`config.mk`:
```
export PLATFORM = sky130hd
export DESIGN_NAME = pm_readback
export DESIGN_NICKNAME = d
export VERILOG_FILES = /design/src/pm_pkg.sv /design/src/pm_sync.sv /design/src/pm_status.sv /design/src/pm_readback.sv
export VERILOG_INCLUDE_DIRS = /design/src
export SDC_FILE = /design/constraint.sdc
export NUM_CORES = 1
export LEC_CHECK = 0
export BUFFER_PORTS_ARGS = -buffer_cell sky130_fd_sc_hd__buf_2
export CAP_MARGIN = 40
export CORE_MARGIN = 2
export CORE_UTILIZATION = 51
export DETAILED_ROUTE_END_ITERATION = 6
export GPL_TIMING_DRIVEN = 0
export PLACE_DENSITY = 0.72
export SETUP_SLACK_MARGIN = 0.3
export SYNTH_ARGS = -nofsm -noshare
export SYNTH_HDL_FRONTEND = slang
export SYNTH_SLANG_ARGS = --single-unit
```
`constraint.sdc`:
```
create_clock -name i_core_clk -period 4.1 [get_ports i_core_clk]
set_input_delay 0.205 -clock i_core_clk [delete_from_list [all_inputs] [get_ports i_core_clk]]
set_output_delay 0.205 -clock i_core_clk [all_outputs]
set_load 0.02 [all_outputs]
```
`src/pm_cfg.svh`:
```
`ifndef PM_CFG_SVH
`define PM_CFG_SVH

// Result and byte widths
`define PM_CODE_W       12
`define PM_BYTE_W       8
`define PM_ADDR_W       7
`define PM_NIB_W        4

// Status byte bit positions
`define PM_ST_ADC_RECENT 0
`define PM_ST_ADC_ALERT  1
`define PM_ST_COMP_LIVE  2
`define PM_ST_COMP_LATCH 3
`define PM_ST_REL_STATUS 4
`define PM_ST_REL_ALERT  5

// Serial framing constants
`define PM_DIR_READ     1'h1
`define PM_BIT_LAST     3'h7
`define PM_BIT_FIRST    3'h0
`define PM_IDX_FIRST    2'h0
`define PM_IDX_ONE      2'h1
`define PM_IDX_TWO      2'h2
`define PM_NIB_ZERO     4'h0
`define PM_BYTE_ONES    8'hff
`define PM_BYTE_ZERO    8'h00
`define PM_CODE_ZERO    12'h000
`define PM_CNT_STATUS   2'h1
`define PM_CNT_SINGLE   2'h2
`define PM_CNT_BOTH     2'h3

// Reset values
`define PM_THRESH_RST   8'hff
`define PM_EN_RST       5'h00
`define PM_HIST_RST     3'h0

`endif

```
`src/pm_pkg.sv`:
```
package pm_pkg;
  `include "pm_cfg.svh"

  // Command byte fields that steer readback
  typedef struct packed {
    logic status_sel;
    logic cur_once;
    logic cur_rep;
    logic volt_once;
    logic volt_repeat_mode;
  } pm_cmd_t;

  // Alert enable register, bit 4 down to bit 0
  typedef struct packed {
    logic clear_latches;
    logic en_release;
    logic en_comp_alert;
    logic en_adc4;
    logic en_adc1;
  } pm_alert_en_t;

  typedef enum logic [2:0] {
    PM_IDLE,
    PM_ADDR,
    PM_ADDR_ACK,
    PM_LOAD,
    PM_TX,
    PM_MACK,
    PM_WAIT_STOP
  } pm_state_t;

  // Serial slave state
  typedef struct packed {
    pm_state_t                  state;
    logic [`PM_BYTE_W-1:0]      shift;
    logic [2:0]                 bit_cnt;
    logic [1:0]                 byte_idx;
    logic                       scl_q;
    logic                       sda_q;
    logic                       sda_oe;
    logic                       pin_lo;
    pm_cmd_t                    cmd;
    logic [`PM_CODE_W-1:0]      volt;
    logic [`PM_CODE_W-1:0]      cur;
    logic                       volt_seen;
    logic                       cur_seen;
    logic                       once_pend;
  } pm_top_st_t;

  // Status and alert state
  typedef struct packed {
    logic [2:0]                 hist;
    logic                       adc_alert;
    logic                       comp_latched;
    logic                       rel_status;
    logic                       rel_alert;
    pm_alert_en_t               en;
    logic [`PM_BYTE_W-1:0]      thresh;
    logic [`PM_BYTE_W-1:0]      status;
    logic                       alert_oe;
    logic                       pin_lo;
  } pm_stat_st_t;
endpackage

```
`src/pm_sync.sv`:
```
`timescale 1ns/1ps
// Two flop synchroniser, one lane per bit
module pm_sync #(
  parameter int W = 1
) (
  input  wire logic         i_core_clk,
  input  wire logic         i_rst_n,
  input  wire logic [W-1:0] i_async,
  output logic      [W-1:0] o_sync
);
  logic [W-1:0] meta_reg;

  genvar g;
  generate
    for (g = 0; g < W; g = g + 1) begin : g_lane
      // First flop feeds only the second
      always_ff @(posedge i_core_clk or negedge i_rst_n) begin
        if (!i_rst_n) begin
          meta_reg[g] <= 1'b0;
          o_sync[g]   <= 1'b0;
        end else begin
          meta_reg[g] <= i_async[g];
          o_sync[g]   <= meta_reg[g];
        end
      end
    end
  endgenerate
endmodule

```
`src/pm_status.sv`:
```
`timescale 1ns/1ps
`include "pm_cfg.svh"
// Status byte, overcurrent latches and alert pin drive
module pm_status
  import pm_pkg::*;
(
  input  wire logic                  i_core_clk,
  input  wire logic                  i_rst_n,
  input  wire logic                  i_conv_valid,
  input  wire logic [`PM_BYTE_W-1:0] i_cur_msb,
  input  wire logic                  i_comp_live,
  input  wire logic                  i_alert_en_wr,
  input  wire pm_alert_en_t          i_alert_en,
  input  wire logic                  i_thresh_wr,
  input  wire logic [`PM_BYTE_W-1:0] i_thresh,
  input  wire logic                  i_release_wr,
  input  wire logic                  i_release_val,
  output logic [`PM_BYTE_W-1:0]      o_status,
  output logic                       o_clear_pending,
  output logic                       o_alert_oe,
  output logic                       o_alert_out
);
  pm_stat_st_t st_reg;
  pm_stat_st_t st_next;
  logic        over;
  logic        clr;

  // Next state of latches and alert
  always_comb begin
    st_next = st_reg;
    over    = i_conv_valid && (i_cur_msb > st_reg.thresh);
    clr     = st_reg.en.clear_latches;
    st_next.en.clear_latches = 1'b0;
    if (i_alert_en_wr) begin
      st_next.en = i_alert_en;
    end
    if (i_thresh_wr) begin
      st_next.thresh = i_thresh;
    end
    if (i_conv_valid) begin
      st_next.hist = {st_reg.hist[1:0], over};
    end
    if (clr) begin
      st_next.adc_alert    = 1'b0;
      st_next.comp_latched = 1'b0;
      st_next.rel_alert    = 1'b0;
    end
    if (over && (st_reg.en.en_adc1 ||
                 (st_reg.en.en_adc4 && (&st_reg.hist)))) begin
      st_next.adc_alert = 1'b1;
    end
    if (i_comp_live && st_reg.en.en_comp_alert) begin
      st_next.comp_latched = 1'b1;
    end
    if (i_release_wr) begin
      st_next.rel_status = i_release_val;
    end
    if (i_release_wr && i_release_val && st_reg.en.en_release) begin
      st_next.rel_alert = 1'b1;
    end
    st_next.status = `PM_BYTE_ZERO;
    st_next.status[`PM_ST_ADC_RECENT] = &st_next.hist;
    st_next.status[`PM_ST_ADC_ALERT]  = st_next.adc_alert;
    st_next.status[`PM_ST_COMP_LIVE]  = i_comp_live;
    st_next.status[`PM_ST_COMP_LATCH] = st_next.comp_latched;
    st_next.status[`PM_ST_REL_STATUS] = st_next.rel_status;
    st_next.status[`PM_ST_REL_ALERT]  = st_next.rel_alert;
    // open-drain low on a fault, same edge as latch
    st_next.alert_oe = st_next.adc_alert || st_next.comp_latched ||
                       st_next.rel_alert;
    st_next.pin_lo   = 1'b0;
  end

  // enables reset off, so alert stays released
  always_ff @(posedge i_core_clk or negedge i_rst_n) begin
    if (!i_rst_n) begin
      st_reg        <= '0;
      st_reg.en     <= `PM_EN_RST;
      st_reg.thresh <= `PM_THRESH_RST;
      st_reg.hist   <= `PM_HIST_RST;
    end else begin
      st_reg <= st_next;
    end
  end

  assign o_status        = st_reg.status;
  assign o_clear_pending = st_reg.en.clear_latches;
  assign o_alert_oe      = st_reg.alert_oe;
  assign o_alert_out     = st_reg.pin_lo;
endmodule

```
`src/pm_readback.sv`:
```
// Behaviour
// - Both channels: volt MSBs, current MSBs, then volt and current nibbles.
// - Voltage only: volt MSBs, then volt low nibble over zero nibble.
// - Current only: current MSBs, then current low nibble over zero.
// - Read begins with start, address, read bit; slave acks first.
// - Single-channel readback is two data bytes long.
// - Status read is start, address, ack, one status byte, master ack.
// - Status bit 0: ADC overcurrent seen on last three conversions.
// - Status bit 1 latches an ADC trip alert until cleared.
// - Status bit 2 shows the live comparator result.
// - Status bit 3 latches comparator fault; alert asserts together.
// - Status bit 4 set by writing the software release bit.
// - Status bit 5 latches an alert caused by software release.
// - Bits 1, 3, 5 cleared only by the clear-latches bit.
// - Alert pin is open-drain active low, pulled low on overcurrent.
// - Alert stays disabled after power-up until enabled.
// - Comparator asserts when sense output exceeds threshold input.
// - Each result is an unsigned 12-bit code.
// - Continuous mode: read before first conversion acks, returns zeros.
// - Single mode: nack reads until conversion done; request self-clears.
// - Status-select in command makes reads return the status byte.
// - Clear-latches self-clears; a persisting cause sets again at once.
`timescale 1ns/1ps
`include "pm_cfg.svh"
module pm_readback
  import pm_pkg::*;
(
  input  wire logic                   i_core_clk,
  input  wire logic                   i_rst_n,
  input  wire logic                   i_scl,
  input  wire logic                   i_sda_in,
  input  wire logic [`PM_ADDR_W-1:0]  i_dev_addr,
  input  wire logic                   i_trip_threshold_input,
  input  wire logic                   i_cmd_wr,
  input  wire pm_cmd_t                i_cmd,
  input  wire logic                   i_conv_valid,
  input  wire logic [`PM_CODE_W-1:0]  i_volt_code,
  input  wire logic [`PM_CODE_W-1:0]  i_cur_code,
  input  wire logic                   i_alert_en_wr,
  input  wire pm_alert_en_t           i_alert_en,
  input  wire logic                   i_thresh_wr,
  input  wire logic [`PM_BYTE_W-1:0]  i_thresh,
  input  wire logic                   i_release_wr,
  input  wire logic                   i_release_val,
  output logic                        o_sda_out,
  output logic                        o_sda_oe,
  output logic                        o_alert_out,
  output logic                        o_alert_oe,
  output logic                        o_once_pending,
  output logic                        o_clear_pending,
  output logic [`PM_BYTE_W-1:0]       o_status
);
  localparam int SYNC_W = `PM_ADDR_W + 3;

  pm_top_st_t              st_reg;
  pm_top_st_t              st_next;
  logic [SYNC_W-1:0]       sync_out;
  logic                    s_scl;
  logic                    s_sda;
  logic                    s_comp;
  logic [`PM_ADDR_W-1:0]   s_addr;
  logic [`PM_BYTE_W-1:0]   status_byte;
  logic                    scl_rise;
  logic                    scl_fall;
  logic                    start_seen;
  logic                    stop_seen;
  logic                    volt_en;
  logic                    cur_en;
  logic [1:0]              byte_cnt;
  logic [`PM_BYTE_W-1:0]   addr_byte;
  logic [1:0]              next_idx;

  //////////////////////////////////////////////////////////////////////////
  // Pin synchronisers and status block

  pm_sync #(
    .W (SYNC_W)
  ) u_sync (
    .i_core_clk (i_core_clk),
    .i_rst_n    (i_rst_n),
    .i_async    ({i_dev_addr, i_trip_threshold_input, i_sda_in, i_scl}),
    .o_sync     (sync_out)
  );

  // Synchronised pin views
  assign s_scl  = sync_out[0];
  assign s_sda  = sync_out[1];
  assign s_comp = sync_out[2];
  assign s_addr = sync_out[SYNC_W-1:3];

  pm_status u_status (
    .i_core_clk      (i_core_clk),
    .i_rst_n         (i_rst_n),
    .i_conv_valid    (i_conv_valid),
    .i_cur_msb       (i_cur_code[`PM_CODE_W-1:`PM_NIB_W]),
    .i_comp_live     (s_comp),
    .i_alert_en_wr   (i_alert_en_wr),
    .i_alert_en      (i_alert_en),
    .i_thresh_wr     (i_thresh_wr),
    .i_thresh        (i_thresh),
    .i_release_wr    (i_release_wr),
    .i_release_val   (i_release_val),
    .o_status        (status_byte),
    .o_clear_pending (o_clear_pending),
    .o_alert_oe      (o_alert_oe),
    .o_alert_out     (o_alert_out)
  );

  //////////////////////////////////////////////////////////////////////////
  // Readback byte selection

  // Byte for a given position of the read
  function automatic logic [`PM_BYTE_W-1:0] pick_byte(
    input logic [1:0]            idx,
    input pm_cmd_t               cmd,
    input logic [`PM_CODE_W-1:0] v,
    input logic [`PM_CODE_W-1:0] c,
    input logic [`PM_BYTE_W-1:0] stat
  );
    logic ve;
    logic ce;
    logic [`PM_BYTE_W-1:0] b;
    ve = cmd.volt_repeat_mode || cmd.volt_once;
    ce = cmd.cur_rep || cmd.cur_once;
    b  = `PM_BYTE_ONES;
    if (cmd.status_sel) begin
      if (idx == `PM_IDX_FIRST) begin
        b = stat;
      end
    end else if (ve && ce) begin
      case (idx)
        `PM_IDX_FIRST: b = v[`PM_CODE_W-1:`PM_NIB_W];
        `PM_IDX_ONE:   b = c[`PM_CODE_W-1:`PM_NIB_W];
        `PM_IDX_TWO:   b = {v[`PM_NIB_W-1:0], c[`PM_NIB_W-1:0]};
        default:       b = `PM_BYTE_ONES;
      endcase
    end else if (ve) begin
      case (idx)
        `PM_IDX_FIRST: b = v[`PM_CODE_W-1:`PM_NIB_W];
        `PM_IDX_ONE:   b = {v[`PM_NIB_W-1:0], `PM_NIB_ZERO};
        default:       b = `PM_BYTE_ONES;
      endcase
    end else begin
      case (idx)
        `PM_IDX_FIRST: b = c[`PM_CODE_W-1:`PM_NIB_W];
        `PM_IDX_ONE:   b = {c[`PM_NIB_W-1:0], `PM_NIB_ZERO};
        default:       b = `PM_BYTE_ONES;
      endcase
    end
    return b;
  endfunction

  // Channel enables and planned byte count
  assign volt_en = st_reg.cmd.volt_repeat_mode || st_reg.cmd.volt_once;
  assign cur_en  = st_reg.cmd.cur_rep || st_reg.cmd.cur_once;
  assign byte_cnt = st_reg.cmd.status_sel ? `PM_CNT_STATUS :
                    (volt_en && cur_en)   ? `PM_CNT_BOTH : `PM_CNT_SINGLE;

  // Bus edges and conditions
  assign scl_rise   = s_scl && !st_reg.scl_q;
  assign scl_fall   = !s_scl && st_reg.scl_q;
  assign start_seen = s_scl && st_reg.scl_q && st_reg.sda_q && !s_sda;
  assign stop_seen  = s_scl && st_reg.scl_q && !st_reg.sda_q && s_sda;
  assign addr_byte  = {st_reg.shift[`PM_BYTE_W-2:0], s_sda};
  assign next_idx   = st_reg.byte_idx + `PM_IDX_ONE;

  //////////////////////////////////////////////////////////////////////////
  // Next state

  always_comb begin
    st_next        = st_reg;
    st_next.scl_q  = s_scl;
    st_next.sda_q  = s_sda;
    st_next.pin_lo = 1'b0;

    if (i_cmd_wr) begin
      st_next.cmd       = i_cmd;
      st_next.volt_seen = 1'b0;
      st_next.cur_seen  = 1'b0;
      st_next.once_pend = i_cmd.volt_once || i_cmd.cur_once;
    end
    if (i_conv_valid) begin
      if (volt_en) begin
        st_next.volt      = i_volt_code;
        st_next.volt_seen = 1'b1;
      end
      if (cur_en) begin
        st_next.cur      = i_cur_code;
        st_next.cur_seen = 1'b1;
      end
      st_next.once_pend        = 1'b0;
      st_next.cmd.volt_once    = 1'b0;
      st_next.cmd.cur_once     = 1'b0;
      st_next.cmd.volt_repeat_mode = st_reg.cmd.volt_repeat_mode ||
                                     st_reg.cmd.volt_once;
      st_next.cmd.cur_rep      = st_reg.cmd.cur_rep || st_reg.cmd.cur_once;
    end

    case (st_reg.state)
      PM_IDLE: begin
        st_next.sda_oe = 1'b0;
      end
      PM_ADDR: begin
        if (scl_rise) begin
          st_next.shift   = addr_byte;
          st_next.bit_cnt = st_reg.bit_cnt + 3'h1;
          if (st_reg.bit_cnt == `PM_BIT_LAST) begin
            if (addr_byte[`PM_BYTE_W-1:1] == s_addr &&
                addr_byte[0] == `PM_DIR_READ && !st_reg.once_pend) begin
              st_next.state    = PM_ADDR_ACK;
              st_next.byte_idx = `PM_IDX_FIRST;
              st_next.shift    = pick_byte(`PM_IDX_FIRST, st_reg.cmd,
                st_reg.volt_seen ? st_reg.volt : `PM_CODE_ZERO,
                st_reg.cur_seen ? st_reg.cur : `PM_CODE_ZERO, status_byte);
            end else begin
              st_next.state = PM_WAIT_STOP;
            end
          end
        end
      end
      // slave ack on the ninth clock
      PM_ADDR_ACK: begin
        if (scl_fall) begin
          st_next.sda_oe = 1'b1;
          st_next.state  = PM_LOAD;
        end
      end
      // Put first bit of a byte on the line
      PM_LOAD: begin
        if (scl_fall) begin
          st_next.sda_oe  = !st_reg.shift[`PM_BYTE_W-1];
          st_next.bit_cnt = `PM_BIT_FIRST;
          st_next.state   = PM_TX;
        end
      end
      // Shift data out on falling edges
      PM_TX: begin
        if (scl_fall) begin
          if (st_reg.bit_cnt == `PM_BIT_LAST) begin
            st_next.sda_oe = 1'b0;
            st_next.state  = PM_MACK;
          end else begin
            st_next.shift   = {st_reg.shift[`PM_BYTE_W-2:0], 1'b0};
            st_next.bit_cnt = st_reg.bit_cnt + 3'h1;
            st_next.sda_oe  = !st_reg.shift[`PM_BYTE_W-2];
          end
        end
      end
      PM_MACK: begin
        if (scl_rise) begin
          if (!s_sda) begin
            st_next.byte_idx = next_idx;
            // bytes past the plan read as ones
            st_next.shift = (next_idx < byte_cnt) ?
              pick_byte(next_idx, st_reg.cmd,
                st_reg.volt_seen ? st_reg.volt : `PM_CODE_ZERO,
                st_reg.cur_seen ? st_reg.cur : `PM_CODE_ZERO, status_byte) :
              `PM_BYTE_ONES;
            st_next.state = PM_LOAD;
          end else begin
            st_next.state = PM_WAIT_STOP;
          end
        end
      end
      PM_WAIT_STOP: begin
        st_next.sda_oe = 1'b0;
      end
      default: begin
        st_next.state  = PM_IDLE;
        st_next.sda_oe = 1'b0;
      end
    endcase

    // Start and stop override any state
    if (start_seen) begin
      st_next.state   = PM_ADDR;
      st_next.bit_cnt = `PM_BIT_FIRST;
      st_next.sda_oe  = 1'b0;
    end else if (stop_seen) begin
      st_next.state  = PM_IDLE;
      st_next.sda_oe = 1'b0;
    end
  end

  //////////////////////////////////////////////////////////////////////////
  // State register

  always_ff @(posedge i_core_clk or negedge i_rst_n) begin
    if (!i_rst_n) begin
      st_reg       <= '0;
      st_reg.state <= PM_IDLE;
      st_reg.scl_q <= 1'b1;
      st_reg.sda_q <= 1'b1;
    end else begin
      st_reg <= st_next;
    end
  end

  // Outputs straight from flops
  assign o_sda_out      = st_reg.pin_lo;
  assign o_sda_oe       = st_reg.sda_oe;
  assign o_once_pending = st_reg.once_pend;
  assign o_status       = status_byte;
endmodule

```
==> results of run 1 <==
==> final cells by class <==
| type | instances | area [µm²] | area share (%) |
|---|---|---|---|
| Buffer | 37 | 181.4 | 3.071 |
| Multi-Input combinational cell | 333 | 2401 | 40.64 |
| Clock inverter | 3 | 67.56 | 1.144 |
| Clock buffer | 13 | 148.9 | 2.520 |
| Timing Repair Buffer | 80 | 480.5 | 8.132 |
| Inverter | 26 | 97.59 | 1.652 |
| Tap cell | 133 | 166.4 | 2.817 |
| Sequential cell | 94 | 2365 | 40.03 |
==> per-layer routing <==
metal / vias to the layer above / global-route usage, %
li1: 1953 / -
met3: 36 / 4.973
met1: 1967 / 30.92
met2: 166 / 39.21
met5: - / 0
met4: 0 / 13.26
==> worst min-delay path by stage <==
stage	to	slack [ns]	cells after the start
CTS	st_reg[22]	0.009	2
global placement	u_sync.meta_reg[1]	0.32	1
finish	st_reg[18]	0.03	2
detailed placement	o_sda_oe	0.22	1
global route	u_status.o_clear_pending	0.01	2
floorplan	addr_byte[1]	-0.09	0
==> cell families (layout without fill, tap and decap cells) <==
| logic type | after synthesis | in the layout | synth area share (%) |
|---|---|---|---|
| AOI/OAI and AO/OA | 137 | 137 | 19.44 |
| xor gates and xnor gates | 8 | 8 | 1.392 |
| adders and majority gates | 15 | 15 | 3.729 |
| buffers and inverters | 63 | 159 | 5.543 |
| DFF | 94 | 94 | 46.98 |
| muxes | 39 | 39 | 8.625 |
| other | 1 | 4 | 0.07450 |
| and+or+nand+nor | 130 | 130 | 14.22 |
==> synthesized netlist by cell type (all sizes together) (3+ instances only) <==
master and n:
o21ai 30, a221o 8, inv 26, o221ai 4, a22oi 13, nor2 26, nand3b 4, a211oi 9
a31oi 9, a21oi 21, xor2 7, and2 5, clkbuf 22, nor3b 4, buf 15, and3 3
mux2 32, nand2b 7, o31ai 3, dfstp 10, nor2b 10, a221oi 3, ha 15, nand4 3
o211ai 9, a22o 6, nand2 33, nor3 6, dfrtp 84, mux2i 7, nand3 18
==> stage by stage <==
step,instances,util [%],total power (W)
floorplan,490,-,0.001495
global placement,691,57.33,0.001652
detailed placement,692,57.64,0.001675
CTS,719,61.01,0.002363
global route,719,61.01,0.002470
finish,719,61.01,0.002342
==> cells in the final DEF (no fill, tap or decap), types with 10 or more instances in the layout <==
master,instances
sky130_fd_sc_hd__dlygate4sd3_1,11
sky130_fd_sc_hd__dfrtp_1,84
sky130_fd_sc_hd__o21ai_0,28
sky130_fd_sc_hd__dfstp_2,10
sky130_fd_sc_hd__a21oi_1,21
sky130_fd_sc_hd__ha_1,15
sky130_fd_sc_hd__inv_1,26
sky130_fd_sc_hd__nand3_1,17
sky130_fd_sc_hd__mux2_2,22
sky130_fd_sc_hd__clkbuf_1,25
sky130_fd_sc_hd__nor2b_1,10
sky130_fd_sc_hd__buf_2,71
sky130_fd_sc_hd__nor2_1,26
sky130_fd_sc_hd__a22oi_1,13
sky130_fd_sc_hd__buf_4,11
sky130_fd_sc_hd__nand2_1,33
sky130_fd_sc_hd__clkbuf_8,10
==> power breakdown <==
group,internal (W),switching (W)
sequential,0.00105,0.000118
clock,0.000361,0.000311
combinational,0.000234,0.000270
==> repair_timing <==
| action | in CTS | in global routing |
|---|---|---|
| buffers inserted | 0 | 0 |
| hold buffers | 11 | 0 |
| gates resized for setup | 0 | 0 |
| hold endpoints to repair | 47 | 0 |
==> results.md, run 1 <==
Status:
- The run finished with clean final reports.

Logic synthesis:
- The cell type with the highest aggregate area in the netlist is sky130_fd_sc_hd__dfrtp_1.
- Yosys mapped the design onto 65 distinct sky130hd cell types.
- Yosys attributes the largest share of cell area to sky130_fd_sc_hd__dfrtp_1 (42%), sky130_fd_sc_hd__dfstp_2 (5.2%), sky130_fd_sc_hd__mux2_2 (4.9%).
- The synthesized area per cell is 10.34 µm².
- The post-synth design cell area is 5034 µm².
- Synthesis inferred 94 register bits.
- The most used flip-flop cell after synthesis is sky130_fd_sc_hd__dfrtp_1.
- During synthesis, Yosys emitted a total of 0 warnings.
- The sequential element share of the synthesized area is 46.98%.
- Of all flip-flops after synthesis, the portion carrying an async set or reset was 100.0%.
- The share of synthesized area in the top cell type comes to 41.76%.
- The number of synthesized flops with an enable pin is 0.
- The cell count after synthesis came out at 487.

CTS:
- The clock tree from TritonCTS is done.
- The number of CTS-inserted buffers is 9.
- Counting every sink on the clock net gives 94.
- The H-tree depth is 3.
- After clock tree synthesis, the clock-pin slew on the worst setup and hold paths is 0.09 ns.
- Counting along the longest clock path gives a buffer depth of 2.
- The cell sitting at the root of the clock tree is a sky130_fd_sc_hd__clkbuf_8.
- At the later pin of the worst-skew pair, clock insertion delay measures 0.38 ns.

Setup path:
- The required time of the worst setup path is 4.37 ns.
- Along the worst path, the maximum fanout reaches 5.
- The number of cell instances on the worst register-to-register path is 8.
- The critical path in this run is classified as reg -> reg.
- The critical-path cell with the highest stage delay is sky130_fd_sc_hd__a2111oi_4.
- The startpoint of the most critical setup path is st_reg[36].
- The data arrival time at the worst-slack endpoint is 3.17 ns.
- The buffer and inverter count on the worst path is 1.
- The startpoint kind of the worst setup timing path is a register.
- In this design, the stage delay of the slowest critical-path cell is 0.54 ns.
- The critical path goes through inv_1, ha_1, ha_1, nor2b_1, a2111oi_4, o41ai_2, a221o_1, a221o_1.
- The endpoint identified for the worst register-to-register timing path is addr_byte[2].
- The capturing element of the worst setup path is addr_byte[2].
- The critical path capture point type is a register.
- For flop-to-flop paths, the worst setup slack is 1.20 ns.
- The critical path depth in cells is 8.
- In this run the critical register-to-register path is launched from st_reg[36].
- The kind of cell adding the most delay to the critical path is compound AO/OA/AOI/OAI gates.

Finish:
- Of the cells placed in the final design, the portion with a size suffix greater than 1 is 23.21%.
- The final-stage net count is 656.
- The area growth from synthesis to layout is 17.38%.
- Summing all non-filler instances in the final layout gives an area of 5908 µm².
- The flip-flop count of the largest register after layout is 42.
- The repair_antennas step left the layout with diodes totalling 0.
- The count of fill cells added during filler insertion is 839.

Die:
- The number of I/O pins is 74.
- Once the floorplan was initialized, standard cells occupied 51.98% of the core.
- The die height is 103.3 µm.
- The floorplan has 36 rows.
- The die boundary width is 103.3 µm.
- After floorplanning, the core was sized to cover 9684 µm².
- The die covers 10680 µm².

STA:
- Measured against its own limit, the worst slew margin works out to 42.90%.
- The number of failing setup endpoints in the final timing report is 0.
- After routing, the total negative slack on setup checks comes to 0 ns.
- Setup repair after global routing left no endpoint under its margin.
- The max-slew violation count came to 0.
- Static timing analysis puts the maximum clock frequency at 0.3450 GHz.
- The maximum clock skew at final layout is 0.01257 ns.
- The number of endpoints with negative hold slack in the final report is 0.
- The time the worst path needs with I/O delays and setup is 2.899 ns.
- The fraction of the cycle the final worst path needs is 70.70%.
- Final hold analysis gives a worst-case slack of 0.02810 ns.
- The setup slack of the critical path after layout is 1.201 ns.
- At the pin with the least slew margin, the transition time is 0.8565 ns.

GRT:
- Summed over all layers, the global routing overflow is 0.
- Across every metal layer, demand over resource in global routing totals 24.39%.
- The via count of the first global-routing pass is 4115.
- The number of antenna violations at the first check in global routing was 0.
- The first global-routing pass estimated 19.87 mm of wire.
- The maximum number of pins on one net before global-route repair is 57.

Drt:
- The highest metal layer carrying signal wires in the routed design is met4.
- After detailed routing, the met3 layer carries 679 µm of wire.
- Wires add up to 12.13 mm.
- The count of nets left with antenna violations after detail routing is 0.
- The residual DRC count is 0.
- The average wire per cell in the routed design is 16.88 µm.
- The DRC marker count from the first detailed-route iteration is 275.
- For this block, the via count after detailed routing is 4122.
- In the final routing, the length of wire on met1 measures 5.186 mm.
- The routed design uses 5.809 mm of met2 wire.
- The first-pass detailed-route iteration total is 5.
- Dividing the detail-routed via count by the number of cells gives 5.733.

Run:
- The count of max-cap constraint violations is 0.

Placement:
- The count of port buffers added during placement is 68.
- The placer congestion estimate is 0.8629.
- Summed over all nets, the half-perimeter wirelength after detailed placement is 9.228 mm.
- The placement-stage worst setup slack is 1.236 ns.
- The instance area at placement is 5582 µm².

Pwr:
- The power density over the cells is 396.4 nW/µm².
- Across the VDD grid, the largest voltage drop is 247.4 µV.
- In this run the static leakage power is 2.605 nW.

Min path:
- The startpoint identified for the worst hold timing path is i_volt_code[3].
- The classification of the worst-slack hold path is in -> reg.
No activity file was read; power rests on OpenSTA's default activity.
==> run 2, diff against run 1 <==
--- a/config.mk
+++ b/config.mk
@@ -6,6 +6,7 @@
 export SDC_FILE = /design/constraint.sdc
 export NUM_CORES = 1
 export LEC_CHECK = 0
+export ABC_AREA = 1
 export BUFFER_PORTS_ARGS = -buffer_cell sky130_fd_sc_hd__buf_2
 export CAP_MARGIN = 40
 export CORE_MARGIN = 2
==> constraint.sdc (replaced) <==
create_clock -name i_core_clk -period 2.89 [get_ports i_core_clk]
set_input_delay 0.1445 -clock i_core_clk [delete_from_list [all_inputs] [get_ports i_core_clk]]
set_output_delay 0.1445 -clock i_core_clk [all_outputs]
set_load 0.02 [all_outputs]
==> results.md, run 2 <==
Status:
- The flow ran to the end, and the final reports show no timing, DRC or antenna violations.

Setup path:
- The data arrival time at the worst-slack endpoint is 2.48 ns (-0.69 ns).
- The largest fanout of any net on the critical path is 10 (+5).
- The worst setup slack for register-to-register paths is 0.74 ns (-0.46 ns).
- The required time of the worst setup path was 3.22 ns (-1.15 ns).
- The number of cell instances on the worst register-to-register path is 14 (+6).
- The worst setup path is launched from a register.
- STA classifies the critical path endpoint as a register.
- The beginning of the worst register-to-register path is st_reg[36].
- The worst setup path is of the reg -> reg kind.
- In this run the worst setup path begins at st_reg[36].
- In this run the critical register-to-register path is captured at addr_byte[6].
- The capturing element of the worst setup path is addr_byte[6].

Drt:
- The residual DRC count is 0 (unchanged).
- The first-pass detailed-route iteration total was 5 (unchanged).
- The DRC marker count from the first detailed-route iteration is 343 (+25%).
- The via count of the routed design was 4935 (+20%).
- The average wire per cell in the routed design came to 13.46 µm (-20%).
- The count of nets left with antenna violations after detail routing is 0 (unchanged).
- The total length of routed wires is 13.06 mm (+7.6%).
- The routed via count divided by cell count is 5.088 (-11%).

CTS:
- The clock sink count is 94 (unchanged).
- The latest clock arrival within the worst-skew pair is 0.38 ns (about the same).
- The number of CTS-inserted buffers is 9 (unchanged).
- The clock transition at the register clock pins on the worst setup and hold paths after CTS is 0.09 ns (about the same).
- The H-tree depth is 3 (unchanged).
- CTS placed an instance of sky130_fd_sc_hd__clkbuf_8 at the clock tree root.
- The clock tree from TritonCTS is done.
- The buffer levels on the longest clock path is 2 (unchanged).
- The count of instances resized after the clock tree is built is 0 (unchanged).

Run:
- The count of max-cap constraint violations is 0 (unchanged).

STA:
- The fraction of the cycle the final worst path needs is 74.43% (+3.7 points).
- The time the worst path needs with I/O delays and setup is 2.151 ns (-0.7476 ns).
- The maximum achievable frequency is 0.4649 GHz (+35%).
- The transition at the pin with the smallest max-transition slack was 0.5410 ns (-0.3156 ns).
- The max-slew violation count is 0 (unchanged).
- The maximum clock skew at final layout is 0.009012 ns (-0.003560 ns).
- The final sum of negative setup slack is 0 ns (unchanged).
- The number of failing setup endpoints in the final timing report is 0 (unchanged).
- The max-slew headroom at the worst pin came to 63.80% (+21 points).
- Setup repair after global routing left no endpoint under its margin.
- The setup slack of the critical path after layout is 0.7390 ns (-0.4624 ns).
- The number of endpoints with negative hold slack in the final report is 0 (unchanged).

Die:
- The number of I/O pins is 74 (unchanged).
- The die boundary width is 105.7 µm (+2.3%).
- The starting utilization of the core area is 51.77% (-0.21 points).
- The die height is 105.7 µm (+2.3%).
- The area of the die is 11170 µm² (+4.6%).
- The number of cell rows came to 37 (+2.8%).
- The area of the core region is 10180 µm² (+5.2%).

Finish:
- The flip-flop count of the largest register after layout is 42 (unchanged).
- The count of inserted antenna diode cells is 0 (unchanged).
- The final-stage net count is 904 (+38%).
- The area overhead of the layout relative to synthesis is 23.66%.
- The most common library cell in the layout ignoring fill and taps is sky130_fd_sc_hd__nand2_1.
- The fraction of final layout cells sized beyond drive strength 1 was 17.75% (-5.5 points).
- The top cell types in the final layout, fill and taps aside, are sky130_fd_sc_hd__nand2_1 (221), sky130_fd_sc_hd__dfrtp_1 (84), sky130_fd_sc_hd__nand3_1 (83).

Logic synthesis:
- The most common cell in the synthesized netlist is sky130_fd_sc_hd__nand2_1.
- The unique cell type count in the Yosys netlist came to 32 (-51%).
- The number of synthesized register bits is 94 (unchanged).
- The dominant register cell in the synthesized netlist is sky130_fd_sc_hd__dfrtp_1.
- The sequential element share of the synthesized area is 44.85% (-2.1 points).
- The synthesized area per cell is 7.554 µm² (-27%).
- The largest total area in the synthesized netlist belongs to sky130_fd_sc_hd__dfrtp_1.
- The synthesized instance count is 698 (+43%).
- The number of synthesized flops with an enable pin came to 0 (unchanged).
- The top-area cell type share of the netlist area came to 39.87% (-1.9 points).
- The post-synth design cell area is 5273 µm² (+4.7%).
- The commonest cells after synthesis are sky130_fd_sc_hd__nand2_1 (221), sky130_fd_sc_hd__dfrtp_1 (84), sky130_fd_sc_hd__nand3_1 (83), sky130_fd_sc_hd__inv_1 (81), sky130_fd_sc_hd__nor2_1 (57).
- The synthesis warning total was 0 (unchanged).
- By area the synthesized netlist is led by sky130_fd_sc_hd__dfrtp_1 (40%), sky130_fd_sc_hd__nand2_1 (16%), sky130_fd_sc_hd__nand3_1 (7.9%).
- The proportion of register bits with asynchronous set or reset after synthesis is 100.0% (unchanged).

GRT:
- The maximum number of pins on one net before global-route repair is 62 (+8.8%).
- The total global routing track utilization came to 25.05% (+0.66 points).
- The global-route wire length before repair is 22.15 mm (+11%).
- The global-route congestion overflow total came to 0 (unchanged).
- The via count of the first global-routing pass is 4943 (+20%).
- The number of antenna violations at the first check in global routing came to 0 (unchanged).

Pwr:
- The leakage power of the design was 3.514 nW (+35%).
- The power density over the cells is 558.5 nW/µm² (+41%).
- The worst vdd rail ir drop is 556.3 µV (+120%).

Min path:
- The path class of the tightest hold or removal check is in -> reg.

Placement:
- The placer congestion estimate came to 0.9717 (+13%).
- The post-DP HPWL is 9.583 mm (+3.8%).
- The placement-stage worst setup slack came to 0.8228 ns (-0.4136 ns).
- The count of port buffers added during placement is 66 (-2.9%).
run 2: repair_timing:
action / CTS / global route
setup endpoints to repair: 0 / 0
endpoints found under the hold margin: 75 / 0
setup buffers: 0 / 0
hold buffers: 50 / 0
run 2: layout make-up:
class                      count  area, µm²
timing repair buffer         117      860.8
clock inverter                 7      81.33
fill                         907       3665
sequential                    94       2365
multi-input combinational    486       2401
tap                          136      170.2
clock buffer                   9      123.9
inverter                      84      315.3
buffer                        37      202.7
run 2: report_power, final:
part           total (W)  internal (W)  switching, W
registers        0.00173       0.00154      0.000190
clock network   0.000914      0.000413      0.000501
logic            0.00100      0.000427      0.000572
total            0.00364       0.00238       0.00126
run 2: worst min-delay path by stage:
stage	startpoint	endpoint	slack, ns	cells after the start
floorplan	i_rst_n	addr_byte[1]	-0.15	0
global placement	i_dev_addr[1]	u_sync.meta_reg[4]	0.25	1
detailed placement	i_rst_n	st_reg[2]	0.13	1
CTS	i_cur_code[7]	st_reg[10]	0.001	2
global route	i_volt_code[5]	st_reg[20]	0.002	2
finish	i_volt_code[5]	st_reg[20]	0.02	2
run 2: kinds of logic (layout without fill, tap and decap cells):
logic type,count (synthesis),in the layout,synth area share (%)
simple gates,372,372,29.02
buf+inv,121,254,9.824
fa+ha+maj,15,15,3.560
mux,25,25,5.339
other cells,1,4,0.07112
compound gates,70,70,7.333
flops,94,94,44.85
run 2: through the flow:
step / hold slack [ns] / std cells / utilization, % / area (µm²) / power (W)
after CTS: 0.001170 / 970 / 64.02 / 6520 / 0.003659
after detailed placement: 0.1333 / 904 / 57.09 / 5814 / 0.002676
after global placement: 0.2519 / 903 / 56.79 / 5784 / 0.002632
after global routing: 0.002145 / 970 / 64.02 / 6520 / 0.003892
after floorplan: -0.1511 / 701 / - / 5284 / 0.002372
final: 0.01829 / 970 / 64.02 / 6520 / 0.003641
run 2: per-layer routing:
metal / vias up / wire length [µm] / GRT usage (%) / part of all wire [%]
met2: 161 / 6116 / 42.03 / 47
li1: 2454 / - / - / -
met5: - / 0 / 0 / 0
met4: 0 / 232 / 6.955 / 1.8
met3: 23 / 802 / 6.988 / 6.1
met1: 2297 / 5903 / 31.84 / 45
run 2: critical path, cell delays in order, from the launching register on:
cell	delay (ns)
sky130_fd_sc_hd__dfrtp_1	0.45
sky130_fd_sc_hd__inv_1	0.12
sky130_fd_sc_hd__ha_1	0.16
sky130_fd_sc_hd__clkbuf_1	0.28
sky130_fd_sc_hd__buf_2	0.29
sky130_fd_sc_hd__nand3_1	0.11
sky130_fd_sc_hd__nand3_1	0.12
sky130_fd_sc_hd__nor2_1	0.05
sky130_fd_sc_hd__nor2_1	0.08
sky130_fd_sc_hd__nand2_1	0.09
sky130_fd_sc_hd__nand2_1	0.08
sky130_fd_sc_hd__nand2_1	0.05
sky130_fd_sc_hd__nand3_1	0.10
sky130_fd_sc_hd__nand2_1	0.06
sky130_fd_sc_hd__inv_1	0.05
==> run 3, diff against run 2 <==
==> constraint.sdc (replaced) <==
create_clock -name i_core_clk -period 2.3 [get_ports i_core_clk]
set_input_delay 0.115 -clock i_core_clk [delete_from_list [all_inputs] [get_ports i_core_clk]]
set_output_delay 0.115 -clock i_core_clk [all_outputs]
set_load 0.02 [all_outputs]
==> results.md, run 3 (synthesis results as in run 2) <==
Status:
- The run finished with clean final reports.

Die:
- The number of cell rows is 37 (unchanged).
- The die height came to 105.7 µm (unchanged).
- The starting utilization of the core area is 51.77% (unchanged).
- The number of I/O pins is 74 (unchanged).
- The die boundary width came to 105.7 µm (unchanged).
- The area of the core region is 10180 µm² (unchanged).
- The area of the die was 11170 µm² (unchanged).

Setup path:
- The critical path capture point type is a register.
- The startpoint of the most critical setup path is st_reg[36].
- The most used cell along the critical path is sky130_fd_sc_hd__nand2_1.
- The buffer and inverter count on the worst path is 1 (-3).
- The required time of the worst setup path is 2.59 ns (-0.63 ns).
- The data arrival time at the worst-slack endpoint was 2.17 ns (-0.31 ns).
- The startpoint identified for the worst register-to-register timing path is st_reg[36].
- The stage delay of the slowest cell on the critical path is 0.44 ns (about the same).
- The critical setup path kind is reg -> reg.
- The slowest stage of the critical path belongs to the cell sky130_fd_sc_hd__dfrtp_2.
- The kind of cell adding the most delay to the critical path is simple AND/OR/NAND/NOR gates.
- The critical path goes through ha_1, clkbuf_4, nand3_1, o21ai_0, o21ai_0, nand2_1, nand2_1, nand2_1, nand2_1, nand2_1, nand2_1, nand2_1.
- The largest fanout of any net on the critical path is 10 (unchanged).
- The startpoint kind of the worst setup timing path is a register.

Min path:
- The worst hold path begins at i_cmd[3].
- The worst hold path belongs to the class in -> reg.

CTS:
- The H-tree depth came to 3 (unchanged).
- The clock tree from TritonCTS is done.
- The number of CTS-inserted buffers is 9 (unchanged).
- The latest clock arrival within the worst-skew pair came to 0.39 ns (about the same).
- In this run the clock root is driven by a sky130_fd_sc_hd__clkbuf_8.
- The clock transition at the register clock pins on the worst setup and hold paths after CTS came to 0.10 ns (about the same).
- The clock sink count was 94 (unchanged).
- The buffer levels on the longest clock path was 2 (unchanged).

STA:
- The number of endpoints with negative hold slack in the final report is 0 (unchanged).
- The max-slew violation count is 0 (unchanged).
- The maximum clock skew at final layout is 0.008466 ns (-0.0005462 ns).
- The final sum of negative setup slack was 0 ns (unchanged).
- Setup repair after global routing could not meet its margin everywhere.
- The time the worst path needs with I/O delays and setup is 1.876 ns (-0.2755 ns).
- The hold slack is 0.03357 ns (+0.01528 ns).
- The fraction of the cycle the final worst path needs is 81.55% (+7.1 points).
- The number of failing setup endpoints in the final timing report is 0 (unchanged).
- The maximum achievable frequency is 0.5332 GHz (+15%).

Finish:
- The count of inserted antenna diode cells came to 0 (unchanged).
- The top cell types in the final layout, fill and taps aside, are sky130_fd_sc_hd__nand2_1 (219), sky130_fd_sc_hd__dfrtp_1 (83), sky130_fd_sc_hd__nand3_1 (82).
- The flip-flop count of the largest register after layout came to 42 (unchanged).
- From synthesis to final layout, the design area changed by 26.29%.
- The final-stage net count is 914 (+1.1%).
- The fraction of final layout cells sized beyond drive strength 1 was 18.96% (+1.2 points).
- The finished layout cell area is 6659 µm² (+2.1%).
- The utilization after layout is 65.38% (+1.4 points).
- The most common library cell in the layout ignoring fill and taps is sky130_fd_sc_hd__nand2_1.

Pwr:
- The total power draw was 0.004600 W (+26%).
- The worst vdd rail ir drop is 688.6 µV (+24%).
- The leakage power of the design came to 3.574 nW (+1.7%).
- The power density over the cells is 690.7 nW/µm² (+24%).

GRT:
- The global-route wire length before repair is 22.80 mm (+3.0%).
- The total global routing track utilization is 25.85% (+0.81 points).
- The via count of the first global-routing pass came to 5056 (+2.3%).
- The number of antenna violations at the first check in global routing is 0 (unchanged).
- The maximum number of pins on one net before global-route repair is 62 (unchanged).
- The global-route congestion overflow total is 0 (unchanged).

Placement:
- The placer congestion estimate was 0.9717 (unchanged).
- The instance area at placement is 5814 µm² (unchanged).
- The count of port buffers added during placement came to 66 (unchanged).
- The post-DP HPWL was 9.583 mm (unchanged).

Drt:
- The via count of the routed design came to 5043 (+2.2%).
- The total length of routed wires is 13.59 mm (+4.1%).
- The first-pass detailed-route iteration total was 5 (unchanged).
- The residual DRC count is 0 (unchanged).
- The count of nets left with antenna violations after detail routing is 0 (unchanged).
- The routed via count divided by cell count was 5.146 (+1.1%).
- The DRC marker count from the first detailed-route iteration was 333 (-2.9%).
- The average wire per cell in the routed design is 13.87 µm (+3.1%).

Run:
- The count of max-cap constraint violations is 0 (unchanged).
[run 3: changes by cell type in the layout (fill, tap and decap cells not counted), sizes merged]
cell         change
dlygate4sd3      +8
buf              +2
[run 3: worst paths after layout]
check	to	slack, ns	cells after the start
min	st_reg[30]	0.03	3
max in group asynchronous	u_status.st_reg[10]	1.40	3
max	addr_byte[1]	0.42	12
min reg2reg	u_sync.o_sync[7]	0.36	0
min in group asynchronous	st_reg[2]	0.22	2
max reg2reg	addr_byte[1]	0.42	12
[run 3: area by class of cell]
cell class | count | area, µm²
Fill cell | 883 | 3526
Tap cell | 136 | 170.2
Multi-Input combinational cell | 486 | 2429
Sequential cell | 94 | 2366
Clock inverter | 7 | 81.33
Buffer | 37 | 217.7
Inverter | 84 | 315.3
Timing Repair Buffer | 127 | 955.9
Clock buffer | 9 | 123.9
[run 3: worst reg2reg max path: stages (launching register included)]
cell and delay (ns):
sky130_fd_sc_hd__dfrtp_2 0.44, sky130_fd_sc_hd__ha_1 0.28, sky130_fd_sc_hd__clkbuf_4 0.23, sky130_fd_sc_hd__nand3_1 0.13, sky130_fd_sc_hd__o21ai_0 0.09, sky130_fd_sc_hd__o21ai_0 0.22, sky130_fd_sc_hd__nand2_1 0.08, sky130_fd_sc_hd__nand2_1 0.06
sky130_fd_sc_hd__nand2_1 0.05, sky130_fd_sc_hd__nand2_1 0.05, sky130_fd_sc_hd__nand2_1 0.06, sky130_fd_sc_hd__nand2_1 0.06, sky130_fd_sc_hd__nand2_1 0.04
[run 3: power breakdown]
group / switching (W) / internal [W] / leakage (nW)
Clock: 0.000633 / 0.000519 / 0.0997
Combinational: 0.000732 / 0.000549 / 2.36
Sequential: 0.000235 / 0.00193 / 1.11
Total: 0.00160 / 0.00300 / 3.57
[run 3: repair_timing]
item                                    in CTS  in global routing
resized for setup                            1                 18
endpoints found under the setup margin       4                 14
hold buffers                                58                  0
buffers inserted                             0                  2
endpoints found under the hold margin       83                  0
pin swaps                                    0                  2
[run 3: per-stage QoR]
stage | instances | setup slack, ns
after CTS | 978 | 0.3044
after global routing | 980 | 0.2810
after floorplan | 701 | 0.5961
after global placement | 903 | 0.2195
after detailed placement | 904 | 0.2328
final | 980 | 0.4244
[run 3: per-layer routing]
layer  global-route usage [%]  part of all wire (%)
met1                    32.39                    44
met2                    43.64                    47
met3                    7.236                   6.6
met4                    7.707                   2.2
met5                        0                     0
